$ cat config.mk
export PLATFORM = sky130hd
export DESIGN_NAME = mpra_ctl_flat
export DESIGN_NICKNAME = d
export VERILOG_FILES = /design/src/shared/mpra_pkg.sv /design/src/shared/mpra_if.sv /design/src/logic/mpra_ctl.sv /design/src/flat_wrapper.sv
export SDC_FILE = /design/constraint.sdc
export NUM_CORES = 1
export LEC_CHECK = 0
export BUFFER_PORTS_ARGS = -buffer_cell sky130_fd_sc_hd__buf_2
export CORE_ASPECT_RATIO = 0.7
export CORE_MARGIN = 5
export CORE_UTILIZATION = 51
export DETAILED_ROUTE_END_ITERATION = 16
export GPL_TIMING_DRIVEN = 0
export PLACE_DENSITY_LB_ADDON = 0.05
export SLEW_MARGIN = 20
export SYNTH_ARGS = -nofsm -noshare
export SYNTH_HDL_FRONTEND = slang
export SYNTH_SLANG_ARGS = --single-unit
$ cat constraint.sdc
create_clock -name CORE_CLK -period 2.9 [get_ports CORE_CLK]
set_input_delay 0.145 -clock CORE_CLK [delete_from_list [all_inputs] [get_ports CORE_CLK]]
set_output_delay 0.145 -clock CORE_CLK [all_outputs]
set_load 0.01 [all_outputs]
$ cat src/shared/mpra_pkg.sv
// package: command codes, mode bits, page defaults for the multipurpose access block
package mpra_pkg;
  // command encodings on the link
  typedef enum logic [3:0] {
    MPRA_CMD_DES,
    MPRA_CMD_MRS,
    MPRA_CMD_RD,
    MPRA_CMD_RDA,
    MPRA_CMD_WR,
    MPRA_CMD_WRA,
    MPRA_CMD_REF,
    MPRA_CMD_ACT,
    MPRA_CMD_PRE,
    MPRA_CMD_SRE,
    MPRA_CMD_PDE
  } mpra_cmd_t;
  // mode register 3 fields
  localparam int MPRA_MR3_IDX = 3;
  localparam int MPRA_MR3_EN_BIT = 2;
  localparam int MPRA_MR3_PAGE_LSB = 0;
  localparam int MPRA_MR3_FMT_LSB = 11;
  localparam logic [1:0] MPRA_FMT_SERIAL = 2'h0;
  localparam logic [1:0] MPRA_FMT_PARALLEL = 2'h1;
  localparam logic [1:0] MPRA_FMT_STAGGER = 2'h2;
  // burst selection through low address bits
  localparam logic [2:0] MPRA_BL8_CODE = 3'h0;
  localparam logic [2:0] MPRA_BC4_CODE = 3'h4;
  localparam int MPRA_BEATS_BL8 = 8;
  localparam int MPRA_BEATS_BC4 = 4;
  // page 0 power-up patterns, bit 7 first on the wire
  localparam logic [7:0] MPRA_P0_L0 = 8'h55;
  localparam logic [7:0] MPRA_P0_L1 = 8'h33;
  localparam logic [7:0] MPRA_P0_L2 = 8'h0F;
  localparam logic [7:0] MPRA_P0_L3 = 8'h00;
  localparam logic [7:0] MPRA_MR_RESET = 8'h00;
  // apb register offsets of the controller
  localparam logic [7:0] MPRA_OFF_CMD = 8'h00;
  localparam logic [7:0] MPRA_OFF_ADDR = 8'h04;
  localparam logic [7:0] MPRA_OFF_STAT = 8'h08;
  localparam logic [7:0] MPRA_OFF_RDATA = 8'h0C;
  localparam logic [31:0] MPRA_REG_RESET = 32'h0000_0000;
  // refresh cycle time in cycles the controller waits
  localparam int MPRA_TRFC_CYC = 16;
endpackage : mpra_pkg

$ cat src/shared/mpra_if.sv
// interface: command link and data bus between controller and device
`timescale 1ns/100ps
interface mpra_if;
  import mpra_pkg::*;
  logic cmd_vld;
  mpra_cmd_t cmd;
  logic [17:0] addr;
  logic [1:0] ba;
  logic [7:0] wdata;
  logic dbi_en;
  logic [7:0] dq;
  logic dq_vld;
  logic dq_last;
  modport dev (input cmd_vld, cmd, addr, ba, wdata, dbi_en, output dq, dq_vld, dq_last);
  modport ctl (output cmd_vld, cmd, addr, ba, wdata, dbi_en, input dq, dq_vld, dq_last);
endinterface : mpra_if

$ cat src/logic/mpra_ctl.sv
// controller end: apb slave that issues link commands and gathers read bursts
`timescale 1ns/100ps
module mpra_ctl import mpra_pkg::*; (
  input wire logic CORE_CLK, // command clock
  input wire logic RESET, // async reset, high
  input wire logic PSEL, // apb select
  input wire logic PENABLE, // apb access phase
  input wire logic PWRITE, // apb direction
  input wire logic [7:0] PADDR, // apb byte address
  input wire logic [31:0] PWDATA, // apb write data
  output logic [31:0] PRDATA, // apb read data
  output logic PREADY, // apb ready
  output logic PSLVERR, // apb error
  mpra_if.ctl LINK // command and data link
);
  typedef struct packed {
    logic [17:0] addr;
    logic [1:0] ba;
    logic [7:0] wdata;
    logic cmd_vld;
    mpra_cmd_t cmd;
    logic mode_on;
    logic [7:0] rdata;
    logic [7:0] wait_cnt; // refresh hold-off
    logic busy; // read burst outstanding
    logic err; // refused command
    logic [31:0] prdata;
    logic pready;
    logic pslverr;
  } mpra_ctl_st_t;
  mpra_ctl_st_t st_r, st_nxt;
  logic acc;
  mpra_cmd_t req;

  assign acc = PSEL && PENABLE && !st_r.pready;
  assign req = mpra_cmd_t'(PWDATA[3:0]);

  always_comb begin
    st_nxt = st_r;
    st_nxt.cmd_vld = 1'b0;
    st_nxt.pready = 1'b0;
    st_nxt.pslverr = 1'b0;
    st_nxt.prdata = 32'h0000_0000;
    if (st_r.wait_cnt != 8'h00) st_nxt.wait_cnt = st_r.wait_cnt - 8'h01;
    // gather burst serially, bit 7 arrives first
    if (LINK.dq_vld) st_nxt.rdata = {st_r.rdata[6:0], LINK.dq[0]};
    if (LINK.dq_last) st_nxt.busy = 1'b0;
    if (acc) begin
      st_nxt.pready = 1'b1;
      if (PWRITE) begin
        if (PADDR == MPRA_OFF_ADDR) begin
          st_nxt.addr = PWDATA[17:0];
          st_nxt.ba = PWDATA[21:20];
          st_nxt.wdata = PWDATA[31:24];
        end else if (PADDR == MPRA_OFF_CMD) begin
          // hold during refresh; no refresh mid read
          if (st_r.wait_cnt != 8'h00 || (st_r.busy && req == MPRA_CMD_REF)) begin
            st_nxt.err = 1'b1;
          // only allowed commands in mode; precharge is host duty
          end else if (st_r.mode_on && (req == MPRA_CMD_ACT || req == MPRA_CMD_SRE || req == MPRA_CMD_PDE
                       || req == MPRA_CMD_PRE)) begin
            st_nxt.err = 1'b1;
          end else if (st_r.mode_on && (req == MPRA_CMD_RD || req == MPRA_CMD_RDA)
                       && st_r.addr[2:0] != MPRA_BL8_CODE && st_r.addr[2:0] != MPRA_BC4_CODE) begin
            st_nxt.err = 1'b1;
          end else begin
            st_nxt.cmd_vld = 1'b1;
            st_nxt.cmd = req;
            st_nxt.err = 1'b0;
            if (req == MPRA_CMD_MRS && st_r.ba == 2'(MPRA_MR3_IDX))
              st_nxt.mode_on = st_r.addr[MPRA_MR3_EN_BIT];
            if (req == MPRA_CMD_REF) st_nxt.wait_cnt = 8'(MPRA_TRFC_CYC);
            if (req == MPRA_CMD_RD || req == MPRA_CMD_RDA) st_nxt.busy = st_r.mode_on;
          end
        end else begin
          st_nxt.pslverr = 1'b1;
        end
      end else begin
        if (PADDR == MPRA_OFF_STAT) st_nxt.prdata = {28'h0000000, (st_r.wait_cnt != 8'h00), st_r.err,
                                                     st_r.busy, st_r.mode_on};
        else if (PADDR == MPRA_OFF_RDATA) st_nxt.prdata = {24'h000000, st_r.rdata};
        else if (PADDR == MPRA_OFF_ADDR) st_nxt.prdata = {st_r.wdata, 2'h0, st_r.ba, 2'h0, st_r.addr};
        else if (PADDR != MPRA_OFF_CMD) st_nxt.pslverr = 1'b1;
      end
    end
  end

  always_ff @(posedge CORE_CLK or posedge RESET) begin
    if (RESET) st_r <= '0;
    else st_r <= st_nxt;
  end

  assign PRDATA = st_r.prdata;
  assign PREADY = st_r.pready;
  assign PSLVERR = st_r.pslverr;
  assign LINK.cmd_vld = st_r.cmd_vld;
  assign LINK.cmd = st_r.cmd;
  assign LINK.addr = st_r.addr;
  assign LINK.ba = st_r.ba;
  assign LINK.wdata = st_r.wdata;
  assign LINK.dbi_en = 1'b0;
endmodule : mpra_ctl

$ cat src/flat_wrapper.sv
// flat-port wrapper written by rule: the top's interface ports become plain ports
module mpra_ctl_flat import mpra_pkg::*;
  (CORE_CLK, RESET, PSEL, PENABLE, PWRITE, PADDR, PWDATA, PRDATA, PREADY, PSLVERR, LINK_cmd_vld, LINK_cmd, LINK_addr, LINK_ba, LINK_wdata, LINK_dbi_en, LINK_dq, LINK_dq_vld, LINK_dq_last);
  mpra_if LINK_i ();
  input wire logic CORE_CLK;
  input wire logic RESET;
  input wire logic PSEL;
  input wire logic PENABLE;
  input wire logic PWRITE;
  input wire logic [7:0] PADDR;
  input wire logic [31:0] PWDATA;
  output logic [31:0] PRDATA;
  output logic PREADY;
  output logic PSLVERR;
  output wire logic [$bits(LINK_i.cmd_vld)-1:0] LINK_cmd_vld;
  output wire logic [$bits(LINK_i.cmd)-1:0] LINK_cmd;
  output wire logic [$bits(LINK_i.addr)-1:0] LINK_addr;
  output wire logic [$bits(LINK_i.ba)-1:0] LINK_ba;
  output wire logic [$bits(LINK_i.wdata)-1:0] LINK_wdata;
  output wire logic [$bits(LINK_i.dbi_en)-1:0] LINK_dbi_en;
  input wire logic [$bits(LINK_i.dq)-1:0] LINK_dq;
  input wire logic [$bits(LINK_i.dq_vld)-1:0] LINK_dq_vld;
  input wire logic [$bits(LINK_i.dq_last)-1:0] LINK_dq_last;
  assign LINK_cmd_vld = LINK_i.cmd_vld;
  assign LINK_cmd = LINK_i.cmd;
  assign LINK_addr = LINK_i.addr;
  assign LINK_ba = LINK_i.ba;
  assign LINK_wdata = LINK_i.wdata;
  assign LINK_dbi_en = LINK_i.dbi_en;
  assign LINK_i.dq = LINK_dq;
  assign LINK_i.dq_vld = LINK_dq_vld;
  assign LINK_i.dq_last = LINK_dq_last;
  mpra_ctl u_core (.CORE_CLK(CORE_CLK), .RESET(RESET), .PSEL(PSEL), .PENABLE(PENABLE), .PWRITE(PWRITE), .PADDR(PADDR), .PWDATA(PWDATA), .PRDATA(PRDATA), .PREADY(PREADY), .PSLVERR(PSLVERR), .LINK(LINK_i));
endmodule
* After elaboration in Yosys (flattened, before gate mapping)
Cells that the tools add are included.
Cells by class: equality and inequality tests 13, mux-type cells 33, reduce and logical (&&, ||, !) cells 22, $add $sub $neg 1, bitwise logic cells 4
Operator list (count):
- 32-bit two-way mux | 4
- 44-bit two-way mux | 1
- 6-bit two-way mux | 7
- 10-bit two-way mux | 3
- 9-bit two-way mux | 3
- 8-bit by 4-bit equality test with 1-bit output, second input constant | 2
- 8-bit two-way mux | 2
- 8-bit nonzero test | 2
- 1-bit two-way mux | 13
- 4-bit equality test, second input constant | 3
- 4-bit by 2-bit equality test with 1-bit output, second input constant | 2
- 4-bit by 3-bit equality test with 1-bit output, second input constant | 2
- 8-bit by 3-bit equality test with 1-bit output, second input constant | 1
- 1-bit logical AND | 8
- 8-bit logical NOT | 1
- 8-bit AND reduction | 1
- 8-bit by 1-bit subtractor with 8-bit output, second input constant | 1
- 7-bit AND reduction | 1
- 1-bit logical OR | 5
- 4-bit by 1-bit equality test with 1-bit output, second input constant | 1
- 1-bit inverter | 4
- 4-bit AND reduction | 1
- 3-bit inequality test, second input constant | 1
- 3-bit AND reduction | 1
- other kinds (3) | 3
Word-level totals: word-level logic and storage cells 86, register bits 86, input port bits 55

* Longest topological paths before layout
Gate-level depths: netlist (run 1).
depth in word-level cells 12, mapped depth 7

* Worst setup path before layout (run 1)
OpenSTA, ideal clock, no wires.
path kind reg-to-reg, start point register u_core.st_r[40] (netlist bit), end point register u_core.st_r[52] (netlist bit), arrival time 1894 ps, required time 2775 ps, path slack 880 ps, buffers on the path 1, stages on the path, launching flop included 7, path through dfrtp_1 -> or4_4 -> nor4b_4 -> and4bb_1 -> buf_4 -> nand2_2 -> mux2_4
Between the ends: word-level cells in the longest chain between the ends 4
RTL lines:
- start, declared | RTL line mpra_ctl.sv:31 | mpra_ctl_st_t st_r, st_nxt;
- start signal, assigned | RTL line mpra_ctl.sv:90 | else st_r <= st_nxt;
- 8-bit nonzero test | RTL line mpra_ctl.sv:57 | if (st_r.wait_cnt != 8'h00 || (st_r.busy && req == MPRA_CMD_REF)) begin
- 1-bit logical OR | RTL line mpra_ctl.sv:57
- 1-bit inverter (no line)
- 8-bit AND reduction (no line)
Every way passes these cells. A chain may end at the register's enable or synchronous reset.

* Final worst setup path (run 1)
Same ends and word-level chain as after synthesis.

==> summary.md, run 1 <==
| Metric | Value |
|---|---|
| Worst skew pair latency | 0.35 ns |
| First-pass GRT wire length | around 13000 um |
| Synthesized flop and latch total | 82 |
| Core ar. | ~0.0073 mm2 |
| Synth area leader | dfrtp_1 |
| Final setup vio count | 0 |
| Port Buffers | approximately 110 |
| Synth area leaders | dfrtp_1, buf_4, mux2_2, and2_1, nor2_1 |
| Vias in the first global route | about 2600 |
| Initial DRT Pass Iterations | 4 |
| Layout cells sized above 1 | 0.552 |
| Hpwl dp | 5780 um |
| Nature of the critical path endpoint | flop |
| CP Launch Type | flop |
| Critical Path RT | around 3.1 ns |
| R2R depth | 6 |
| Total power | around 2.6 mW |
| Final Skew | between 0.006 and 0.007 ns |
| Die Wd | between 100 and 150 um |
| Max Slew Vio Count | 0 |
| Synth Warn # | 0 |
| Gpl congestion | roughly 0.85 |
| VDD IR max | about 0.00032 V |
| Routed wire per std cell | approximately 14 um |
| Post-synth EDFFs | 0 |
| Mapped Cells | about 320 |
| Worst-Margin Slew | slightly above 0.8 ns |
| # IOs | roughly 120 |
| Utilization after layout | 0.651 |
| Post-Route WL | 7680 um |
| Detail Route Antenna Nets | 0 |
| P&R area growth vs syn | 24.6% |
| Diode count | 0 |
| Gr usage total | 0.173 |
| Number of DRC markers in iteration 0 | slightly below 80 |
| # fillers | ~600 |
| Arrival @ worst endpoint | 2.40 ns |
| Critical-path cell list | or4_4 > nor4b_4 > and4bb_1 > buf_4 > nand2_2 > mux2_4 |
| Max Cap Viol | 0 |
| Post-CTS Setup Inserts | 0 |
| Sequential fraction of the synthesis area | 0.539 |
| HP Class | in -> reg |
| Main synth FF type | dfrtp_1 |
| Largest stage delay, worst path | approximately 0.58 ns |
| CTS buffer count | 9 |
| Final hold violations | 0 |
| Buf/Inv on CP | 1 |
| Post-Syn Area | around 0.0038 mm2 |
| Clk buf depth | 2 |
| P_leak | ~2.7 nW |
| Worst r2r src | u_core.st_r[40]$_DFF_PP0_ |
| Syn_area_per_cell | 12.1 um2 |
| Placed cell count | between 500 and 600 |
| Rel. slew slack | 0.455 |
| Critical path type | reg -> reg |
| Die extent in y | between 80 and 90 um |
| Max Freq | about 460 MHz |
| RSZ-0062 raised after global routing | no |
| Top cell family by delay on the critical path | simple AND/OR/NAND/NOR gates |
| CTS tree | built |
| Power per cell area | roughly 550 mW/mm2 |
| Synth unique cells | 45 |
| Hold Startpoint | PWDATA[25] |
| Row count | 26 |
| Max Fanout on Critical Path | 6 |
| Initial Util | 0.523 |
| Post-synth top area share | 0.539 |
| Slowest CP cell | or4_4 |
| Via Count | around 2500 |
| Tmin final | around 2.2 ns |
| Fin cells | around 540 |
| Outcome | finished clean |
| H-tree Lvls | 3 |
| Residual DRC count | 0 |
| WHS Path Cells | 2 |
| Initial antenna violation count | 0 |
| Largest net degree at the start of global routing | 48 |
| CTS resizes | 0 |
| Nets | 496 |
| TNS Setup | 0 ns |
| Root Buffer | clkbuf_8 |
| Period utilization | 0.746 |
| Die area | approximately 0.0093 mm2 |
| Hold endpoint | u_core.LINK.wdata[1]$_DFFE_PP0P_ |
| Total gr overflow | 0 |
| Clk slew on worst S/H paths | approximately 0.090 ns |
| Sink Count | between 80 and 90 |
| R2r setup slk | ~0.74 ns |
| Asr flop ratio synth | 1.00 |
| R2r endpoint | u_core.st_r[52]$_DFFE_PP0P_ |
| Drt via density | roughly 4.7 |
[routing by layer]
layer	routed length, um	global-route usage	vias to the layer above	share of wire
li1	-	-	1245	-
met1	3350	0.216	1197	0.44
met2	3690	0.287	74	0.48
met3	588	0.0619	6	0.077
met4	58	0.0504	0	0.0076
met5	0	0	-	0
[registers in the layout, indices dropped and copies added, names as in the netlist]
register / cells
u_core.LINK.addr: 18
u_core.LINK.ba: 2
u_core.LINK.cmd: 4
u_core.LINK.cmd_vld: 1
u_core.LINK.wdata: 8
u_core.PRDATA: 28
u_core.PREADY: 1
u_core.PSLVERR: 1
u_core.st_r: 19
[report_power, final]
group,internal (mW),switching [mW]
registers,1.24,0.0966
logic,0.179,0.167
clock network,0.492,0.427
total,1.91,0.690
[worst max-delay path by stage]
stage / start / end / slack, ns / cells after the start
2_1_floorplan: RESET / u_core.LINK.addr[0]$_DFFE_PP0P_ / 0.65 / 1
3_3_place_gp: RESET / u_core.st_r[51]$_DFFE_PP0P_ / -0.33 / 2
3_5_place_dp: PADDR[5] / u_core.LINK.addr[7]$_DFFE_PP0P_ / 0.62 / 5
4_1_cts: u_core.st_r[40]$_DFF_PP0_ / u_core.LINK.cmd[2]$_DFFE_PP0P_ / 0.72 / 5
5_1_grt: u_core.st_r[40]$_DFF_PP0_ / u_core.st_r[40]$_DFF_PP0_ / 0.62 / 6
6_report: u_core.st_r[40]$_DFF_PP0_ / u_core.st_r[52]$_DFFE_PP0P_ / 0.74 / 6
[placed cells by master, fill, tap and decap left out, drive strengths merged, types with 2 or more instances in the layout]
cell type    instances
buf                175
o21ai                5
bufinv               2
nor4b                2
a22oi                4
dlygate4sd3          2
nand4b               2
or4                  2
xnor2                4
clkbuf              12
nor3                 6
nand2               11
nor2b                2
mux2                42
nor4                 4
or3                  3
nor2                20
a21oi                5
ha                   2
and2                20
dfrtp               82
conb                 5
a211oi               4
inv                 10
[per-stage QoR]
stage          area [um2]  setup slack (ns)  hold slack [ns]
2_1_floorplan        3820             0.647            0.296
3_3_place_gp         4470            -0.333            0.375
3_5_place_dp         4500             0.617            0.195
4_1_cts              4730             0.717          0.00445
5_1_grt              4740             0.623          0.00104
6_report             4740             0.737           0.0178
[cell families after synthesis]
logic type	count (synthesis)	synth area share
and+or+nand+nor	82	0.129
buffers and inverters	79	0.146
muxes	42	0.125
other	1	0.000985
DFF	82	0.539
AOI/OAI and AO/OA	23	0.0414
xor gates and xnor gates	5	0.0115
adders and majority gates	2	0.00657
[worst reg2reg max path: stages (launching register included)]
cell	delay (ns)
dfrtp_1	0.41
or4_4	0.58
nor4b_4	0.33
and4bb_1	0.23
buf_4	0.16
nand2_2	0.06
mux2_4	0.29
[cells in the mapped netlist (2+ instances only)]
library cell	instances
nor4_1	4
clkbuf_2	2
a21oi_1	5
or4_4	2
buf_4	66
nor2b_1	2
nor3_1	6
nand4b_1	2
inv_1	7
nand2_1	10
a211oi_1	4
nor2_1	19
ha_1	2
xnor2_1	4
a22oi_1	4
buf_2	2
and2_1	20
or3_1	3
mux2_2	41
o21ai_0	5
dfrtp_1	82
[timing repair]
| item | CTS | global route |
|---|---|---|
| hold buffers | 1 | 1 |
| endpoints found under the hold margin | 35 | 1 |
| setup endpoints to repair | 0 | 0 |
[final cells by class]
type | instances | area, um2 | share of cell area
Sequential cell | 82 | 2050 | 0.432
Multi-Input combinational cell | 159 | 1210 | 0.256
Timing Repair Buffer | 108 | 573 | 0.121
Buffer | 72 | 531 | 0.112
Clock buffer | 9 | 124 | 0.0261
Tap cell | 98 | 123 | 0.0258
Clock inverter | 7 | 98.8 | 0.0208
Inverter | 7 | 28.8 | 0.00607
Power figures use the tool's default switching activity.
==> run 2: changes to the inputs <==
--- a/config.mk
+++ b/config.mk
@@ -8,7 +8,7 @@
 export BUFFER_PORTS_ARGS = -buffer_cell sky130_fd_sc_hd__buf_2
 export CORE_ASPECT_RATIO = 0.7
 export CORE_MARGIN = 5
-export CORE_UTILIZATION = 51
+export CORE_UTILIZATION = 46
 export DETAILED_ROUTE_END_ITERATION = 16
 export GPL_TIMING_DRIVEN = 0
 export PLACE_DENSITY_LB_ADDON = 0.05
==> constraint.sdc (replaced) <==
create_clock -name CORE_CLK -period 1.9 [get_ports CORE_CLK]
set_input_delay 0.095 -clock CORE_CLK [delete_from_list [all_inputs] [get_ports CORE_CLK]]
set_output_delay 0.095 -clock CORE_CLK [all_outputs]
set_load 0.01 [all_outputs]
==> run 2 against run 1 <==
The flow now finishes with violations (setup timing). Clock power is 76% higher. Sequential share of layout area shrank 3.4 points. Final area up 8.6%. First-iteration DRC count increased by 66%. Hold slack gained 0.0054 ns. Non-clock buffer count is 30 higher. Total power is 65% higher. Maximum frequency up 7.6%. Utilization shrank 0.48 points. Final cell count up 6.1%. Global-route usage decreased by 0.38 points. Critical endpoint unchanged. Largest cell class unchanged. Highest routed layer unchanged.
==> summary.md, run 2 (synthesized netlist as in run 1, its figures left out) <==
| Metric | Value |
|---|---|
| Area occupied by multi-input gates | 0.00124 mm2 (+2.2%) |
| Via Count | 2636 (+4.5%) |
| Max Freq | 498 MHz (+7.6%) |
| Root Buffer | clkbuf_16 |
| Layout cells sized above 1 | 0.538 (-0.0138) |
| Sequential power share | 0.472 (-0.041) |
| CTS buffer count | 9 (unchanged) |
| VDD IR max | 0.000374 V (+18%) |
| Total gr overflow | 0 (unchanged) |
| Clock share of power | 0.376 (+0.022) |
| Final hold violations | 0 (unchanged) |
| Residual DRC count | 0 (unchanged) |
| Post-route cell area | 0.00515 mm2 (+8.6%) |
| Number of DRC markers in iteration 0 | 128 (+66%) |
| CP Launch Type | flop |
| Largest net degree at the start of global routing | 32 (-33%) |
| Switching Fraction | 0.260 (-0.00534) |
| P&R area growth vs syn | 35.3% |
| Commonest cells after routing, fill and taps aside | buf_2, dfrtp_1, buf_4 |
| Internal power | 3.18 mW (+66%) |
| Period utilization | 1.06 (+0.312) |
| P_leak | 2.80 nW (+5.7%) |
| Power per cell area | 834 mW/mm2 (+52%) |
| # fillers | 631 (+5.0%) |
| Sink Count | 82 (unchanged) |
| Core ar. | 0.00797 mm2 (+9.4%) |
| First-pass GRT wire length | 13700 um (+9.5%) |
| Initial antenna violation count | 0 (unchanged) |
| Register area | 0.00205 mm2 (unchanged) |
| Final WS setup | -0.109 ns (-0.846 ns) |
| Most common cell after layout, fill and taps aside | buf_2 |
| Violated checks | setup timing |
| Vias in the first global route | 2808 (+9.5%) |
| Final Skew | 0.0131 ns (+0.00671 ns) |
| Placed cell count | 529 (+0.95%) |
| HP Class | in -> reg |
| Comb power frac | 0.151 (+0.018) |
| Gpl congestion | 0.834 (-1.7%) |
| Initial DRT Pass Iterations | 4 (unchanged) |
| Clk buf depth | 2 (unchanged) |
| H-tree Lvls | 3 (unchanged) |
| Utilization after layout | 0.646 (-0.00483) |
| Clk slew on worst S/H paths | 0.07 ns (-0.02 ns) |
| Nets | 526 (+6.0%) |
| Switch Pwr | 1.12 mW (+62%) |
| Critical Path RT | 2.12 ns (-1.02 ns) |
| Gr usage total | 0.169 (-0.00379) |
| Outcome | finished, violations left |
| Max Slew Vio Count | 0 (unchanged) |
| Detail Route Antenna Nets | 0 (unchanged) |
| Max reg flops | 28 (unchanged) |
| Die area | 0.0102 mm2 (+9.7%) |
| Nature of the critical path endpoint | flop |
| Post-Route WL | 8000 um (+4.1%) |
| Drt via density | 4.58 (-1.5%) |
| Final setup vio count | 8 (+8) |
| Hpwl dp | 5930 um (+2.7%) |
| Critical path type | reg -> reg |
| Arrival @ worst endpoint | 2.23 ns (-0.17 ns) |
| Port Buffers | 105 (unchanged) |
| Worst-Margin Slew | 0.924 ns (+0.113 ns) |
| Die Wd | 119 um (+4.8%) |
| Rel. slew slack | 0.378 (-0.0762) |
| CTS tree | built |
| # IOs | 123 (unchanged) |
| Worst skew pair latency | 0.33 ns (-0.02 ns) |
| Initial Util | 0.478 (-0.0449) |
| Fin cells | 575 (+6.1%) |
| Routed wire per std cell | 13.9 um (-1.8%) |
| Max Cap Viol | 0 (unchanged) |
| Post-placement cell area | 0.00454 mm2 (+0.83%) |
| Max Fanout on Critical Path | 6 (unchanged) |
| Row count | 27 (+3.8%) |
| Diode count | 0 (unchanged) |
| Die extent in y | 86.1 um (+4.7%) |
| Tmin final | 2.01 ns (-0.154 ns) |
| RSZ-0062 raised after global routing | yes |
[run 2: worst paths after layout]
kind	cells after the start	endpoint	slack [ns]	start
max	6	u_core.st_r[52]$_DFFE_PP0P_	-0.11	u_core.st_r[41]$_DFF_PP0_
min	2	u_core.LINK.addr[10]$_DFFE_PP0P_	0.02	PWDATA[10]
max reg2reg	6	u_core.st_r[52]$_DFFE_PP0P_	-0.11	u_core.st_r[41]$_DFF_PP0_
min reg2reg	1	u_core.PRDATA[15]$_DFF_PP0_	0.50	u_core.LINK.addr[15]$_DFFE_PP0P_
max in group asynchronous	6	u_core.st_r[45]$_DFFE_PP0P_	0.93	RESET
min in group asynchronous	3	u_core.LINK.addr[14]$_DFFE_PP0P_	0.19	RESET
[run 2: through the flow]
step / hold slack, ns / TNS [ns] / setup WS (ns) / total power [mW]
4_1_cts: 0.0101 / -0.695 / -0.133 / 4.32
3_3_place_gp: 0.327 / -8.39 / -0.300 / 2.57
3_5_place_dp: -0.0136 / -7.83 / -0.281 / 2.60
6_report: 0.0232 / -0.655 / -0.109 / 4.29
2_1_floorplan: 0.246 / -0.251 / -0.0631 / 2.43
5_1_grt: 0.0125 / -3.45 / -0.180 / 4.51
[run 2: power groups by stage]
stage	Clock [mW]	Sequential [mW]	Combinational, mW
global route	1.73	2.05	0.723
floorplan	0	2.03	0.399
finish	1.62	2.03	0.651
CTS	1.64	2.03	0.648
global placement	0	2.06	0.509
detailed placement	0	2.06	0.544
[run 2: timing repair]
| action | 4_1_cts | 5_1_grt |
|---|---|---|
| resized for setup | 4 | 9 |
| setup endpoints to repair | 29 | 50 |
| pin swaps | 3 | 0 |
| buffers inserted | 4 | 1 |
| hold buffers | 25 | 0 |
| hold endpoints to repair | 56 | 0 |
[run 2: area by class of cell]
cell class                 instances  share of cell area
sequential                        82               0.398
timing repair buffer             138               0.169
buffer                            72               0.106
multi-input combinational        159               0.241
clock inverter                     5             0.00777
inverter                           7             0.00583
clock buffer                      11              0.0471
tap                              101              0.0245
[run 2: layer usage]
metal / up-vias / share of wire / global-route usage
li1: 1314 / - / -
met1: 1230 / 0.45 / 0.229
met2: 85 / 0.46 / 0.254
met3: 7 / 0.084 / 0.0633
met4: 0 / 0.0091 / 0.0526
met5: - / 0 / 0
[run 2: worst max-delay path: stages (launching register included)]
cell and delay [ns]:
dfrtp_1 0.38, or4_4 0.56, nor4b_4 0.25, and4bb_1 0.24, buf_6 0.13, nand2_2 0.06, mux2_4 0.29
==> run 3: changes to the inputs <==
--- a/config.mk
+++ b/config.mk
@@ -5,6 +5,7 @@
 export SDC_FILE = /design/constraint.sdc
 export NUM_CORES = 1
 export LEC_CHECK = 0
+export ABC_AREA = 1
 export BUFFER_PORTS_ARGS = -buffer_cell sky130_fd_sc_hd__buf_2
 export CORE_ASPECT_RATIO = 0.7
 export CORE_MARGIN = 5
@@ -12,6 +13,7 @@
 export DETAILED_ROUTE_END_ITERATION = 16
 export GPL_TIMING_DRIVEN = 0
 export PLACE_DENSITY_LB_ADDON = 0.05
+export SKIP_LAST_GASP = 1
 export SLEW_MARGIN = 20
 export SYNTH_ARGS = -nofsm -noshare
 export SYNTH_HDL_FRONTEND = slang
==> constraint.sdc (replaced) <==
create_clock -name CORE_CLK -period 1.9 [get_ports CORE_CLK]
set_input_delay 0.38 -clock CORE_CLK [delete_from_list [all_inputs] [get_ports CORE_CLK]]
set_output_delay 0.38 -clock CORE_CLK [all_outputs]
set_load 0.01 [all_outputs]
==> run 3 against run 2 <==
The flow now finishes without violations. Clock power grew 5%. Hold slack gained 0.097 ns. Sequential power down 2%. First-iteration DRC count is 72% higher. Synthesized area up 3.9%. Wire length grew 13%. Sequential share of layout area up 1.4 points. Total power down 1.5%. Critical path depth increased by 2. Maximum frequency increased by 25%. Worst setup slack improved by 0.40 ns. Via count is 18% higher. Critical endpoint is now u_core.PRDATA[3]$_DFF_PP0_. Largest cell class unchanged. Largest power group unchanged.
==> summary.md, run 3 <==
| Metric | Value |
|---|---|
| Outcome | finished clean |
| First-pass GRT wire length | 14600 um (+6.7%) |
| R2r setup slk | 0.29 ns (+0.40 ns) |
| Placed cell count | 663 (+25%) |
| Nets | 626 (+19%) |
| Critical path type | reg -> reg |
| RSZ-0062 raised after global routing | no |
| Via Count | 3123 (+18%) |
| Hpwl dp | 6710 um (+13%) |
| Register area | 0.00205 mm2 (unchanged) |
| Post-Route WL | 9020 um (+13%) |
| Number of DRC markers in iteration 0 | 220 (+72%) |
| Count leader, synth | dfrtp_1 |
| Nature of the critical path endpoint | flop |
| Area occupied by multi-input gates | 0.00119 mm2 (-4.0%) |
| R2R depth | 8 (+2) |
| Mapped Cells | 446 (+41%) |
| Worst-Margin Slew | 0.608 ns (-0.316 ns) |
| P&R area growth vs syn | 25.6% |
| Synth area leaders | dfrtp_1, buf_4, nand2_1, inv_1, nand3_1 |
| P_leak | 2.73 nW (-2.7%) |
| Post-synth top area share | 0.518 (-0.0204) |
| Total power | 4.23 mW (-1.5%) |
| Core ar. | 0.00841 mm2 (+5.5%) |
| Max Slew Vio Count | 0 (unchanged) |
| Gpl congestion | 0.883 (+6.0%) |
| TNS Setup | 0 ns (+0.655 ns) |
| Die extent in y | 87.6 um (+1.7%) |
| Commonest cells after routing, fill and taps aside | buf_2, dfrtp_1, nand2_1 |
| Sequential fraction of the synthesis area | 0.518 (-0.0204) |
| Residual DRC count | 0 (unchanged) |
| Clk buf depth | 2 (unchanged) |
| Post-CTS Hold Buffers | 0 (-100%) |
| Commonest cells in the netlist | dfrtp_1, nand2_1, buf_4 |
| HP Class | in -> async |
| CP Launch Type | flop |
| Synth unique cells | 31 (-31%) |
| R2r endpoint | u_core.PRDATA[3]$_DFF_PP0_ |
| Post-synth EDFFs | 0 (unchanged) |
| Place WS | 0.192 ns (+0.473 ns) |
| Max Fanout on Critical Path | 10 (+4) |
| CTS resizes | 0 (-4) |
| Die Wd | 121 um (+1.8%) |
| Total gr overflow | 0 (unchanged) |
| VDD IR max | 0.000508 V (+36%) |
| Most common cell after layout, fill and taps aside | buf_2 |
| Synth area leader | dfrtp_1 |
| CTS buffer count | 9 (unchanged) |
| Row count | 28 (+3.7%) |
| Worst r2r src | u_core.st_r[36]$_DFF_PP0_ |
| Syn_area_per_cell | 8.88 um2 (-26%) |
| Max reg flops | 28 (unchanged) |
| Arrival @ worst endpoint | 1.82 ns (-0.41 ns) |
| Root Buffer | clkbuf_16 |
| Final WS setup | 0.289 ns (+0.398 ns) |
| H-tree Lvls | 3 (unchanged) |
| Detail Route Antenna Nets | 0 (unchanged) |
| Critical Path RT | 2.11 ns (about the same) |
| Largest net degree at the start of global routing | 36 (+13%) |
| Post-CTS Setup Inserts | 0 (-4) |
| Gr usage total | 0.178 (+0.00907) |
| Vias in the first global route | 3055 (+8.8%) |
| Final hold violations | 0 (unchanged) |
| Asr flop ratio synth | 1.00 (unchanged) |
| Sink Count | 82 (unchanged) |
| Clk slew on worst S/H paths | 0.06 ns (about the same) |
| Synth Warn # | 0 (unchanged) |
| Fin cells | 678 (+18%) |
| Post-Syn Area | 0.00396 mm2 (+3.9%) |
| Main synth FF type | dfrtp_1 |
| Final Skew | 0.00492 ns (-0.00821 ns) |
| Tmin final | 1.61 ns (-0.398 ns) |
| Period utilization | 0.848 (-0.210) |
| Power per cell area | 851 mW/mm2 (+2.1%) |
| # IOs | 123 (unchanged) |
| Initial Util | 0.471 (-0.00688) |
| Max Cap Viol | 0 (unchanged) |
| Worst skew pair latency | 0.33 ns (about the same) |
| Initial DRT Pass Iterations | 4 (unchanged) |
| Max Freq | 621 MHz (+25%) |
| # fillers | 775 (+23%) |
| Synthesized flop and latch total | 82 (unchanged) |
| Drt via density | 4.61 (+0.48%) |
| Die area | 0.0106 mm2 (+3.5%) |
| Final setup vio count | 0 (-8) |
| CTS tree | built |
| Layout cells sized above 1 | 0.366 (-0.171) |
| Initial antenna violation count | 0 (unchanged) |
| Routed wire per std cell | 13.3 um (-4.4%) |
| Port Buffers | 106 (+0.95%) |
| Diode count | 0 (unchanged) |
| Rel. slew slack | 0.594 (+0.216) |
run 3: cell count changes in the layout (fill, tap and decap cells not counted), moves of 20 or more:
cell and delta:
nand2_1 +71, mux2_2 -39, o21ai_1 +22, and2_1 -20
nand3_1 +21, inv_1 +41, dlygate4sd3_1 -25
run 3: critical path: stages, from the launching register on:
cell and delay (ns):
dfrtp_1 0.39, inv_1 0.13, ha_1 0.17, nand2_1 0.05, nor2_1 0.16, buf_2 0.25
inv_1 0.07, o21ai_0 0.21, a21oi_1 0.07
run 3: how the worst max path moves through the flow:
stage | to | slack [ns] | start
6_report | u_core.PRDATA[3]$_DFF_PP0_ | 0.29 | u_core.st_r[36]$_DFF_PP0_
5_1_grt | u_core.st_r[34]$_DFFE_PP0P_ | 0.13 | u_core.st_r[36]$_DFF_PP0_
4_1_cts | u_core.st_r[34]$_DFFE_PP0P_ | 0.28 | u_core.st_r[36]$_DFF_PP0_
3_5_place_dp | u_core.LINK.wdata[6]$_DFFE_PP0P_ | 0.19 | PADDR[5]
3_3_place_gp | u_core.st_r[38]$_DFF_PP0_ | 0.003 | RESET
2_1_floorplan | u_core.st_r[34]$_DFFE_PP0P_ | 0.51 | u_core.st_r[36]$_DFF_PP0_
run 3: layout make-up:
| class | count | area share |
|---|---|---|
| flip-flops and latches | 82 | 0.413 |
| multi-input cells | 243 | 0.239 |
| well taps | 105 | 0.0264 |
| clock buffers | 12 | 0.0496 |
| plain buffers | 76 | 0.110 |
| inverters | 49 | 0.0377 |
| clock inverters | 3 | 0.00805 |
| repair buffers | 108 | 0.116 |
run 3: kinds of logic after synthesis:
group | count (synthesis) | share of synthesized area
mux | 2 | 0.00569
flops | 82 | 0.518
compound gates | 62 | 0.0815
buf+inv | 125 | 0.185
other cells | 1 | 0.000947
simple gates | 170 | 0.198
xor+xnor | 2 | 0.00443
fa+ha+maj | 2 | 0.00632
run 3: stage by stage:
stage,util,cell area [um2],hold slack [ns]
after floorplan,-,3980,0.443
after global placement,0.552,4640,0.458
after detailed placement,0.557,4690,0.461
after CTS,0.592,4970,0.127
after global routing,0.592,4970,0.158
final,0.592,4970,0.120
run 3: report_power, final:
| group | total (mW) | internal [mW] | switching (mW) | leakage [nW] |
|---|---|---|---|---|
| Combinational | 0.549 | 0.233 | 0.316 | 1.59 |
| Sequential | 1.98 | 1.88 | 0.103 | 0.998 |
| Clock | 1.70 | 1.04 | 0.662 | 0.142 |
run 3: layer usage:
metal	wire length, um	track usage	vias to the layer above
met5	0	0	-
met4	55	0.0566	0
met3	718	0.0587	6
met2	3730	0.259	106
met1	4510	0.254	1408
li1	-	-	1603
